$ cat src/include/efr_map.svh
`ifndef EFR_MAP_SVH
`define EFR_MAP_SVH
`define EFR_OFS_ERR_CFG   8'h4E
`define EFR_OFS_STATE     8'h4F
`define EFR_OFS_SYNC_EN   8'h50
`define EFR_OFS_EVT_EN    8'h51
`define EFR_OFS_SYNC_FLG  8'h52
`define EFR_OFS_EVT_FLG   8'h53
`define EFR_CH_MSB        10
`define EFR_CH_LSB        8
`define EFR_SYNC_EN_MASK  8'h1F
`define EFR_SYNC_FLG_MASK 8'h3F
`define EFR_CFG_MASK      8'h18
`define EFR_CFG_NFAS_BIT  4
`define EFR_CFG_PAT_BIT   3
`define EFR_LIVE_RST      5'h0D
`define EFR_B_EXCRC       5
`define EFR_B_SMFP        7
`define EFR_B_CSMFP       6
`define EFR_B_SMFER       5
`define EFR_B_CMFP        4
`define EFR_B_CMFER       3
`define EFR_B_CRCE        2
`define EFR_B_FER         1
`define EFR_B_COFA        0
`define EFR_SMFAS_EXP     4'h0
`define EFR_CMFAS_EXP     6'h0B
`define EFR_FAS_EXP       7'h1B
`define EFR_NFAS_EXP      1'h1
`define EFR_EXCRC_LIMIT   10'h393
`define EFR_CNT_MAX       10'h3FF
`define EFR_WINDOW_NS     1000000000
`define EFR_CLK_NS        5
`endif

$ cat src/include/efr_pkg.sv
package efr_pkg;
    typedef enum logic [1:0] {
        EFR_IDLE = 2'b01,
        EFR_ACK  = 2'b10
    } efr_bus_t;

    typedef struct packed {
        efr_bus_t         bus;
        logic             waitrequest;
        logic [31:0]      rdata;
        logic             irq;
        logic [7:0][4:0]  live;
        logic [7:0][7:0]  sync_en;
        logic [7:0][7:0]  evt_en;
        logic [7:0][7:0]  sync_flg;
        logic [7:0][7:0]  evt_flg;
        logic [7:0][7:0]  cfg;
        logic [7:0][9:0]  crc_cnt;
        logic [7:0][7:0]  pos;
        logic [7:0]       pos_ok;
        logic [27:0]      win;
    } efr_state_t;
endpackage

$ cat src/design/efr_sync_event_reporting.sv
`timescale 1ns/1ps
`default_nettype none
`include "efr_map.svh"

module efr_sync_event_reporting
    import efr_pkg::*;
#(
    parameter int WINDOW_CYCLES = `EFR_WINDOW_NS / `EFR_CLK_NS
) (
    input  wire logic             sys_clk,
    input  wire logic             rst_n,
    input  wire logic [10:0]      avs_address,
    input  wire logic             avs_read,
    input  wire logic             avs_write,
    input  wire logic [31:0]      avs_writedata,
    output logic [31:0]           avs_readdata,
    output logic                  avs_waitrequest,
    output logic                  irq,
    input  wire logic [7:0]       interworking_state,
    input  wire logic [7:0]       sig_mf_out_of_sync,
    input  wire logic [7:0]       crc_mf_out_of_sync,
    input  wire logic [7:0]       offline_frame_out_of_sync,
    input  wire logic [7:0]       basic_frame_out_of_sync,
    input  wire logic [7:0]       sig_mf_start,
    input  wire logic [7:0]       crc_submf_start,
    input  wire logic [7:0]       crc_mf_start,
    input  wire logic [7:0]       sig_mfas_strobe,
    input  wire logic [7:0][3:0]  sig_mfas_word,
    input  wire logic [7:0]       crc_mfas_strobe,
    input  wire logic [7:0][5:0]  crc_mfas_bits,
    input  wire logic [7:0]       crc4_strobe,
    input  wire logic [7:0][3:0]  crc4_calc,
    input  wire logic [7:0][3:0]  crc4_rx,
    input  wire logic [7:0]       fas_strobe,
    input  wire logic [7:0][6:0]  fas_word,
    input  wire logic [7:0]       nfas_strobe,
    input  wire logic [7:0]       nfas_bit,
    input  wire logic [7:0]       align_found,
    input  wire logic [7:0][7:0]  align_pos
);

    efr_state_t q;
    efr_state_t next_q;

    // set wins over clear so an event in the clearing cycle survives
    function automatic logic [7:0] efr_w1c(input logic [7:0] old, input logic [7:0] set,
                                           input logic [7:0] clr);
        efr_w1c = (old & ~clr) | set;
    endfunction

    function automatic logic [7:0] efr_rd(input efr_state_t s, input logic [2:0] c,
                                          input logic [7:0] ofs);
        if (ofs == `EFR_OFS_STATE) begin
            efr_rd = {3'h0, s.live[c]};
        end else if (ofs == `EFR_OFS_SYNC_EN) begin
            efr_rd = s.sync_en[c];
        end else if (ofs == `EFR_OFS_EVT_EN) begin
            efr_rd = s.evt_en[c];
        end else if (ofs == `EFR_OFS_SYNC_FLG) begin
            efr_rd = s.sync_flg[c];
        end else if (ofs == `EFR_OFS_EVT_FLG) begin
            efr_rd = s.evt_flg[c];
        end else if (ofs == `EFR_OFS_ERR_CFG) begin
            efr_rd = s.cfg[c];
        end else begin
            efr_rd = 8'h00;
        end
    endfunction

    always_comb begin
        logic [2:0] ch;
        logic [7:0] ofs;
        logic       wr_now;
        logic       win_end;
        logic       crc_err;
        logic       fer;
        logic [4:0] live_in;
        logic [7:0] sset;
        logic [7:0] eset;
        logic [7:0] sclr;
        logic [7:0] eclr;
        logic       any;
        ch      = avs_address[`EFR_CH_MSB:`EFR_CH_LSB];
        ofs     = avs_address[7:0];
        wr_now  = 1'b0;
        win_end = (q.win == 28'(WINDOW_CYCLES - 1));
        crc_err = 1'b0;
        fer     = 1'b0;
        live_in = 5'h00;
        sset    = 8'h00;
        eset    = 8'h00;
        sclr    = 8'h00;
        eclr    = 8'h00;
        any     = 1'b0;
        next_q  = q;
        // fixed windows, shared by all channels
        next_q.win = win_end ? 28'h0 : q.win + 28'h1;
        case (q.bus)
            EFR_IDLE: begin
                if (avs_read || avs_write) begin
                    next_q.bus         = EFR_ACK;
                    next_q.waitrequest = 1'b0;
                    next_q.rdata       = {24'h0, efr_rd(q, ch, ofs)};
                end
            end
            EFR_ACK: begin
                next_q.bus         = EFR_IDLE;
                next_q.waitrequest = 1'b1;
                wr_now             = avs_write;
            end
            default: begin
                next_q.bus         = EFR_IDLE;
                next_q.waitrequest = 1'b1;
            end
        endcase
        for (int c = 0; c < 8; c++) begin
            sclr = 8'h00;
            eclr = 8'h00;
            if (wr_now && ch == 3'(c)) begin
                if (ofs == `EFR_OFS_SYNC_EN) begin
                    next_q.sync_en[c] = avs_writedata[7:0] & `EFR_SYNC_EN_MASK;
                end else if (ofs == `EFR_OFS_EVT_EN) begin
                    next_q.evt_en[c] = avs_writedata[7:0];
                end else if (ofs == `EFR_OFS_SYNC_FLG) begin
                    sclr = avs_writedata[7:0] & `EFR_SYNC_FLG_MASK;
                end else if (ofs == `EFR_OFS_EVT_FLG) begin
                    eclr = avs_writedata[7:0];
                end else if (ofs == `EFR_OFS_ERR_CFG) begin
                    next_q.cfg[c] = avs_writedata[7:0] & `EFR_CFG_MASK;
                end
            end
            live_in = {interworking_state[c], sig_mf_out_of_sync[c], crc_mf_out_of_sync[c],
                       offline_frame_out_of_sync[c], basic_frame_out_of_sync[c]};
            next_q.live[c] = live_in;
            sset = {3'h0, live_in ^ q.live[c]};
            crc_err = crc4_strobe[c] && (crc4_calc[c] != crc4_rx[c]);
            // counter saturates so a burst cannot wrap past the limit
            if (crc_mf_out_of_sync[c]) begin
                next_q.crc_cnt[c] = 10'h000;
            end else if (win_end) begin
                next_q.crc_cnt[c] = {9'h000, crc_err};
            end else if (crc_err && q.crc_cnt[c] != `EFR_CNT_MAX) begin
                next_q.crc_cnt[c] = q.crc_cnt[c] + 10'h001;
            end
            // fires once, on the error that takes the window to the limit
            sset[`EFR_B_EXCRC] = !crc_mf_out_of_sync[c] && !win_end && crc_err
                                 && (q.crc_cnt[c] == `EFR_EXCRC_LIMIT - 10'h001);
            eset = 8'h00;
            if (!sig_mf_out_of_sync[c]) begin
                eset[`EFR_B_SMFP]  = sig_mf_start[c];
                eset[`EFR_B_SMFER] = sig_mfas_strobe[c]
                                     && (sig_mfas_word[c] != `EFR_SMFAS_EXP);
            end
            if (!crc_mf_out_of_sync[c]) begin
                eset[`EFR_B_CSMFP] = crc_submf_start[c];
                eset[`EFR_B_CMFP]  = crc_mf_start[c];
                eset[`EFR_B_CMFER] = crc_mfas_strobe[c]
                                     && (crc_mfas_bits[c] != `EFR_CMFAS_EXP);
                eset[`EFR_B_CRCE]  = crc_err;
            end
            // nfas option adds the nfas bit check, pattern option bit has no effect; one flag either way
            fer = fas_strobe[c] && (fas_word[c] != `EFR_FAS_EXP);
            if (q.cfg[c][`EFR_CFG_NFAS_BIT]) begin
                fer = fer || (nfas_strobe[c] && (nfas_bit[c] != `EFR_NFAS_EXP));
            end
            eset[`EFR_B_FER] = !basic_frame_out_of_sync[c] && fer;
            if (align_found[c]) begin
                next_q.pos[c]    = align_pos[c];
                next_q.pos_ok[c] = 1'b1;
                eset[`EFR_B_COFA] = q.pos_ok[c] && (align_pos[c] != q.pos[c]);
            end
            next_q.sync_flg[c] = efr_w1c(q.sync_flg[c], sset, sclr);
            next_q.evt_flg[c]  = efr_w1c(q.evt_flg[c], eset, eclr);
            any = any || |(q.sync_flg[c] & q.sync_en[c]) || |(q.evt_flg[c] & q.evt_en[c]);
        end
        next_q.irq = any;
    end

    always_ff @(posedge sys_clk or negedge rst_n) begin
        if (!rst_n) begin
            q             <= '0;
            q.bus         <= EFR_IDLE;
            q.waitrequest <= 1'b1;
            q.live        <= {8{`EFR_LIVE_RST}};
        end else begin
            q <= next_q;
        end
    end

    assign avs_readdata    = q.rdata;
    assign avs_waitrequest = q.waitrequest;
    assign irq             = q.irq;

    iw_live_a: assert property (@(posedge sys_clk) disable iff (!rst_n)
        interworking_state[0] |=> q.live[0][4])
        else $error("interworking status not shown");
    sig_live_a: assert property (@(posedge sys_clk) disable iff (!rst_n)
        !sig_mf_out_of_sync[0] |=> !q.live[0][3])
        else $error("signaling sync status wrong");
    crc_live_a: assert property (@(posedge sys_clk) disable iff (!rst_n)
        crc_mf_out_of_sync[0] |=> q.live[0][2])
        else $error("crc multiframe status wrong");
    ofl_live_a: assert property (@(posedge sys_clk) disable iff (!rst_n)
        ##1 q.live[0][1] == $past(offline_frame_out_of_sync[0]))
        else $error("offline frame status wrong");
    bf_live_a: assert property (@(posedge sys_clk) disable iff (!rst_n)
        $rose(basic_frame_out_of_sync[0]) |=> q.live[0][0] ##1 q.sync_flg[0][0])
        else $error("basic frame status or change flag wrong");
    change_flag_a: assert property (@(posedge sys_clk) disable iff (!rst_n)
        (interworking_state[0] != q.live[0][4]) |=> q.sync_flg[0][4])
        else $error("change flag missed");
    flag_sticky_a: assert property (@(posedge sys_clk) disable iff (!rst_n)
        q.evt_flg[0][7] && !(q.bus == EFR_ACK && avs_write) |=> q.evt_flg[0][7])
        else $error("flag dropped without clear");
    irq_gate_a: assert property (@(posedge sys_clk) disable iff (!rst_n)
        |(q.evt_flg[0] & q.evt_en[0]) |=> irq)
        else $error("enabled flag did not raise irq");
    crc_mf_hold_a: assert property (@(posedge sys_clk) disable iff (!rst_n)
        crc_mf_out_of_sync[0] && !q.evt_flg[0][4] |=> !q.evt_flg[0][4])
        else $error("crc multiframe flag set out of sync");
    set_wins_a: assert property (@(posedge sys_clk) disable iff (!rst_n)
        sig_mf_start[0] && !sig_mf_out_of_sync[0] |=> q.evt_flg[0][7])
        else $error("event lost against clear");

    // bus handshake: one wait cycle, then a single acknowledge cycle
    ack_follows_a: assert property (@(posedge sys_clk) disable iff (!rst_n)
        avs_waitrequest && (avs_read || avs_write) |=> !avs_waitrequest)
        else $error("request not acknowledged next cycle");
    ack_once_a: assert property (@(posedge sys_clk) disable iff (!rst_n)
        !avs_waitrequest |=> avs_waitrequest)
        else $error("acknowledge stood longer than one cycle");
    rd_upper_a: assert property (@(posedge sys_clk) disable iff (!rst_n)
        !avs_waitrequest |-> (avs_readdata[31:8] == 24'h000000))
        else $error("reserved read bits not zero");
    sig_mf_hold_a: assert property (@(posedge sys_clk) disable iff (!rst_n)
        sig_mf_out_of_sync[0] && !q.evt_flg[0][7] |=> !q.evt_flg[0][7])
        else $error("signaling multiframe flag set out of sync");
    submf_hold_a: assert property (@(posedge sys_clk) disable iff (!rst_n)
        crc_mf_out_of_sync[0] && !q.evt_flg[0][6] |=> !q.evt_flg[0][6])
        else $error("sub-multiframe flag set out of sync");
    sig_align_hold_a: assert property (@(posedge sys_clk) disable iff (!rst_n)
        sig_mf_out_of_sync[0] && !q.evt_flg[0][5] |=> !q.evt_flg[0][5])
        else $error("signaling alignment error set out of sync");
    sig_align_set_a: assert property (@(posedge sys_clk) disable iff (!rst_n)
        sig_mfas_strobe[0] && (sig_mfas_word[0] != `EFR_SMFAS_EXP) && !sig_mf_out_of_sync[0]
        |=> q.evt_flg[0][5])
        else $error("signaling alignment error missed");
    crc_align_hold_a: assert property (@(posedge sys_clk) disable iff (!rst_n)
        crc_mf_out_of_sync[0] && !q.evt_flg[0][3] |=> !q.evt_flg[0][3])
        else $error("crc alignment error set out of sync");
    crc_align_set_a: assert property (@(posedge sys_clk) disable iff (!rst_n)
        crc_mfas_strobe[0] && (crc_mfas_bits[0] != `EFR_CMFAS_EXP) && !crc_mf_out_of_sync[0]
        |=> q.evt_flg[0][3])
        else $error("crc alignment error missed");
    crc4_hold_a: assert property (@(posedge sys_clk) disable iff (!rst_n)
        crc_mf_out_of_sync[0] && !q.evt_flg[0][2] |=> !q.evt_flg[0][2])
        else $error("crc-4 error set out of sync");
    crc4_set_a: assert property (@(posedge sys_clk) disable iff (!rst_n)
        crc4_strobe[0] && (crc4_calc[0] != crc4_rx[0]) && !crc_mf_out_of_sync[0]
        |=> q.evt_flg[0][2])
        else $error("crc-4 error missed");
    fer_hold_a: assert property (@(posedge sys_clk) disable iff (!rst_n)
        basic_frame_out_of_sync[0] && !q.evt_flg[0][1] |=> !q.evt_flg[0][1])
        else $error("framing error set out of sync");
    excess_hold_a: assert property (@(posedge sys_clk) disable iff (!rst_n)
        crc_mf_out_of_sync[0] && !q.sync_flg[0][5] |=> !q.sync_flg[0][5])
        else $error("excessive crc-4 flag set out of sync");

endmodule // efr_sync_event_reporting
`default_nettype wire

$ cat config.mk
export PLATFORM = sky130hd
export DESIGN_NAME = efr_sync_event_reporting
export DESIGN_NICKNAME = d
export VERILOG_FILES = /design/src/include/efr_pkg.sv /design/src/design/efr_sync_event_reporting.sv
export VERILOG_INCLUDE_DIRS = /design/src /design/src/include
export SDC_FILE = /design/constraint.sdc
export NUM_CORES = 1
export LEC_CHECK = 0
export ABC_AREA = 1
export BUFFER_PORTS_ARGS = -buffer_cell sky130_fd_sc_hd__buf_2
export CAP_MARGIN = 20
export CORE_UTILIZATION = 30
export DETAILED_ROUTE_END_ITERATION = 8
export PLACE_DENSITY = 0.55
export SETUP_SLACK_MARGIN = 0.4
export SLEW_MARGIN = 20
export SYNTH_ARGS = -nofsm -noshare
export SYNTH_HDL_FRONTEND = slang
export SYNTH_SLANG_ARGS = --single-unit
$ cat constraint.sdc
create_clock -name sys_clk -period 4.96 [get_ports sys_clk]
set_clock_uncertainty 0.1 [all_clocks]
set_input_delay 0.744 -clock sys_clk [delete_from_list [all_inputs] [get_ports sys_clk]]
set_output_delay 0.744 -clock sys_clk [all_outputs]
set_load 0.005 [all_outputs]
==> key figures <==
Drt
  • Detailed router's first-iteration violation count: 2044
  • Post-DRT Antenna Nets: 0
  • Average wire per standard cell: 18.7 µm
  • Total length of routed wires: 89700 µm
  • Number of detailed-route iterations in the first pass: 5
  • Ratio of routed vias to standard cells: 4.91
  • DR vias: 23.5k
  • Detailed-route DRC error count: 0

Power and ir drop
  • Comb pwr share: 10.7%
  • Fraction of power consumed by the clock network: 45.8%
  • Switching power as a share of total power: 26.4%
  • Part of the power in registers: 43.5%
  • Total internal power: 6.72 mW
  • Power per standard cell area: 304 nW/µm²
  • Lkg Pwr: 14.3 nW
  • Max rail drop VDD: 0.249 mV
  • Psw: 2.41 mW

Setup path
  • Largest stage delay on the critical path: 0.63 ns
  • Path type of the worst setup path: in2reg
  • Critical R2R Launch: q[0]$_DFF_PN0_
  • Crit path arrival time: 3.42 ns
  • Critical Path Slowest Stage Cell: sky130_fd_sc_hd__nor2_4
  • Sequence of cells on the critical path: buf_2 -> inv_2 -> nor2_4 -> buf_4 -> nand2_1 -> nand4_1 -> nand3_1 -> nand3_1 -> o21bai_1 -> nand2_1
  • Crit path capture type: register
  • Endpoint of the most critical register-to-register path: q[174]$_DFFE_PN0P_
  • Kind of cell adding the most delay to the critical path: buffers and inverters
  • Reg-to-reg slack, setup: 2.04 ns
  • Worst Reg2Reg Path Length in Cells: 10
  • Cell depth of the worst setup path: 10
  • CP Buf/Inv Count: 3
  • Launching element type of the critical path: input pin
  • Worst-path fanout max: 23
  • Critical path required time: 5.41 ns

Timing
  • Final cycle utilization of the critical path: 59.9%
  • Relative slew slack: 28.5%
  • Measured slew at the worst slew-check pin: 1.07 ns
  • Fmax: 0.336 GHz
  • Final period demand of the worst path: 2.97 ns
  • Post-Route Setup TNS: 0 ns
  • Unrepaired setup endpoints after global routing: no
  • Worst setup slack after layout: 1.99 ns
  • Worst hold-check slack: 0.0214 ns
  • Number of failing setup endpoints in the final timing report: 0
  • Number of max-slew violations in the final report: 0
  • Final count of hold timing violations: 0

CTS
  • Number of levels in the clock H-tree: 2
  • Clock tree from TritonCTS: yes
  • CTS buffer count: 55
  • Clock Tree Buf Depth: 3
  • CTS Hold Bufs: 0
  • Master cell of the clock root buffer: sky130_fd_sc_hd__clkbuf_16
  • Clock Sink Count: 463
  • Clock transition at the registers of the reported paths: 0.06 ns
  • Post-CTS sizing: 0
  • Insertion delay to the later sink of the worst-skew pair: 0.63 ns
  • Total setup buffers inserted after CTS: 0

Synth
  • Proportion of synthesized chip area in sequential cells: 46.3%
  • Synth warn: 0
  • Number of instances in the synthesized netlist: 3279
  • Library cells used by synthesis: 50
  • Fraction of synthesis flops using an asynchronous set or reset pin: 100%
  • Synthesized area divided by synthesized cell count: 7.66 µm²
  • #FFs+latches synth: 463
  • EDFF count, synth: 0
  • Ys flop type: sky130_fd_sc_hd__dfrtp_1
  • Post-synth design cell area: 25100 µm²

Place
  • Routability congestion estimate: 0.977
  • Count of buffers inserted at the top-level ports: 416
  • Detailed placer's ending HPWL: 65600 µm
  • Pre-CTS setup slack: 1.48 ns

Final layout
  • Final nets: 4125
  • Layout Area Growth over Synthesis: 19.9%
  • Number of filler instances in the final layout: 8634
  • Layout cell share with drive strength beyond 1: 16.8%

Global route
  • Initial antenna violation count: 6
  • Pin count of the biggest net entering global routing: 113
  • Vias in the first global route: 22.1k
  • Wire length of the first global-routing pass: 134000 µm
  • Remaining global-route overflow: 0
  • Global Route Usage Sum: 20.7%

Floorplan
  • Die height: 291 µm
  • Die width: 291 µm
  • Top-level port count: 465
  • Core Footprint: 82500 µm²
  • Starting density of the core: 30.4%
  • Die ar.: 84900 µm²
  • Std-Cell Rows: 105

Job
  • Number of maximum-capacitance constraint violations: 0

Worst hold path
  • Hold crit path type: in2async

Outcome
  • Status: complete, no violations
-- power groups by stage --
stage	registers [mW]	logic [mW]	clock network (mW)
2_1_floorplan	4.02	0.492	0
3_3_place_gp	4.04	0.973	0
3_5_place_dp	4.04	0.981	0
4_1_cts	3.97	0.985	4.28
5_1_grt	3.99	1.09	4.44
6_report	3.97	0.979	4.18
-- placed cells by master, fill, tap and decap left out, types with 5 or more instances in the layout --
cell type / n
sky130_fd_sc_hd__nand3_1: 207
sky130_fd_sc_hd__buf_2: 415
sky130_fd_sc_hd__o22ai_1: 6
sky130_fd_sc_hd__clkbuf_8: 17
sky130_fd_sc_hd__clkinv_2: 12
sky130_fd_sc_hd__nand2_1: 1215
sky130_fd_sc_hd__or2_2: 18
sky130_fd_sc_hd__nor4b_1: 8
sky130_fd_sc_hd__nand2_4: 6
sky130_fd_sc_hd__nor4_1: 27
sky130_fd_sc_hd__xor2_1: 92
sky130_fd_sc_hd__xnor2_1: 107
sky130_fd_sc_hd__nand3b_1: 12
sky130_fd_sc_hd__o31ai_1: 9
sky130_fd_sc_hd__a22o_1: 11
sky130_fd_sc_hd__nor3_1: 71
sky130_fd_sc_hd__conb_1: 24
sky130_fd_sc_hd__inv_1: 208
sky130_fd_sc_hd__dfrtp_1: 438
sky130_fd_sc_hd__o21ai_2: 8
sky130_fd_sc_hd__nor2_1: 182
sky130_fd_sc_hd__nand4_1: 86
sky130_fd_sc_hd__clkbuf_1: 9
sky130_fd_sc_hd__inv_2: 11
sky130_fd_sc_hd__clkbuf_16: 56
sky130_fd_sc_hd__buf_12: 5
sky130_fd_sc_hd__a21oi_1: 26
sky130_fd_sc_hd__o21ai_1: 44
sky130_fd_sc_hd__buf_4: 25
sky130_fd_sc_hd__dfstp_2: 25
sky130_fd_sc_hd__nor2_2: 5
sky130_fd_sc_hd__ha_1: 17
sky130_fd_sc_hd__nor3_2: 6
sky130_fd_sc_hd__o21ai_0: 272
-- metal layers --
layer	up-vias	share of wire, %	track usage [%]
met5	-	0.066	0
met4	10	3.4	6.85
met3	155	7.3	4.11
met2	848	46	33.1
met1	11114	44	27.9
li1	11392	-	-
-- metrics by stage --
step | instance area (µm²) | std cells | util [%] | power (mW)
after global placement | 28200 | 4690 | 34.2 | 5.01
after floorplan | 25200 | 3302 | - | 4.52
after detailed placement | 28200 | 4690 | 34.2 | 5.02
after global routing | 30100 | 4794 | 36.5 | 9.51
final | 30100 | 4794 | 36.5 | 9.14
after CTS | 30100 | 4793 | 36.5 | 9.24
-- logic make-up after synthesis --
group	Yosys count	share of synthesized area (%)
simple gates	1857	31.5
flops	463	46.3
compound gates	391	8.35
buf+inv	351	6.13
xor+xnor	199	6.94
fa+ha+maj	17	0.847
other cells	1	0.0149
-- registers in the layout (all words and copies together), names as in the netlist --
register,count
q,454
irq,1
avs_readdata,8
-- cells in the mapped netlist (4+ instances only) --
master | number | area (µm²)
sky130_fd_sc_hd__nor3_1 | 71 | 355
sky130_fd_sc_hd__nand2_4 | 6 | 67.6
sky130_fd_sc_hd__xor2_1 | 92 | 806
sky130_fd_sc_hd__dfrtp_1 | 438 | 11000
sky130_fd_sc_hd__a22o_1 | 11 | 96.3
sky130_fd_sc_hd__inv_2 | 11 | 41.3
sky130_fd_sc_hd__o22ai_1 | 6 | 37.5
sky130_fd_sc_hd__nor4_1 | 27 | 169
sky130_fd_sc_hd__dfstp_2 | 25 | 657
sky130_fd_sc_hd__nor2_1 | 183 | 687
sky130_fd_sc_hd__a21oi_1 | 26 | 130
sky130_fd_sc_hd__nand3b_1 | 12 | 90.1
sky130_fd_sc_hd__or2_2 | 18 | 113
sky130_fd_sc_hd__buf_6 | 6 | 67.6
sky130_fd_sc_hd__nor2_2 | 5 | 31.3
sky130_fd_sc_hd__o21ai_0 | 273 | 1370
sky130_fd_sc_hd__inv_1 | 208 | 781
sky130_fd_sc_hd__nand3_1 | 207 | 1040
sky130_fd_sc_hd__nor4b_1 | 8 | 70.1
sky130_fd_sc_hd__buf_2 | 29 | 145
sky130_fd_sc_hd__nand2_1 | 1215 | 4560
sky130_fd_sc_hd__clkbuf_1 | 46 | 173
sky130_fd_sc_hd__nor3_2 | 6 | 60.1
sky130_fd_sc_hd__clkinv_1 | 4 | 15.0
sky130_fd_sc_hd__buf_1 | 9 | 33.8
sky130_fd_sc_hd__o31ai_1 | 9 | 67.6
sky130_fd_sc_hd__o21ai_2 | 8 | 70.1
sky130_fd_sc_hd__ha_1 | 17 | 213
sky130_fd_sc_hd__nand4_1 | 86 | 538
sky130_fd_sc_hd__xnor2_1 | 107 | 937
sky130_fd_sc_hd__o21ai_1 | 43 | 215
sky130_fd_sc_hd__buf_4 | 37 | 278
-- how the worst max path moves through the flow --
stage	start	end	slack [ns]
3_5_place_dp	avs_address[8]	avs_readdata[1]$_DFFE_PN0P_	1.48
3_3_place_gp	avs_address[8]	avs_readdata[1]$_DFFE_PN0P_	1.47
5_1_grt	q[0]$_DFF_PN0_	q[172]$_DFFE_PN0P_	1.73
6_report	avs_address[8]	avs_readdata[3]$_DFFE_PN0P_	1.99
4_1_cts	q[0]$_DFF_PN0_	q[174]$_DFFE_PN0P_	2.03
2_1_floorplan	avs_address[2]	q[426]$_DFFE_PN0P_	2.85
-- worst register-to-register path: stages (launching register included) --
cell and delay, ns:
sky130_fd_sc_hd__dfrtp_1 0.41, sky130_fd_sc_hd__ha_1 0.30, sky130_fd_sc_hd__nand2_1 0.10, sky130_fd_sc_hd__nor2_1 0.04
sky130_fd_sc_hd__nand4_1 0.12, sky130_fd_sc_hd__nor2_1 0.06, sky130_fd_sc_hd__nand2_1 0.09, sky130_fd_sc_hd__buf_4 0.53
sky130_fd_sc_hd__nand2_1 0.19, sky130_fd_sc_hd__nor2_1 0.67, sky130_fd_sc_hd__o21ai_0 0.17
-- cell type report --
cell class	count	area [µm²]	area share, %
Antenna cell	1	2.50	0.00831
Clock buffer	82	1670	5.55
Clock inverter	21	208	0.690
Inverter	223	837	2.78
Multi-Input combinational cell	2488	12000	40.0
Sequential cell	463	11600	38.6
Tap cell	1070	1340	4.45
Timing Repair Buffer	446	2380	7.91
Power figures use the tool's default switching activity.
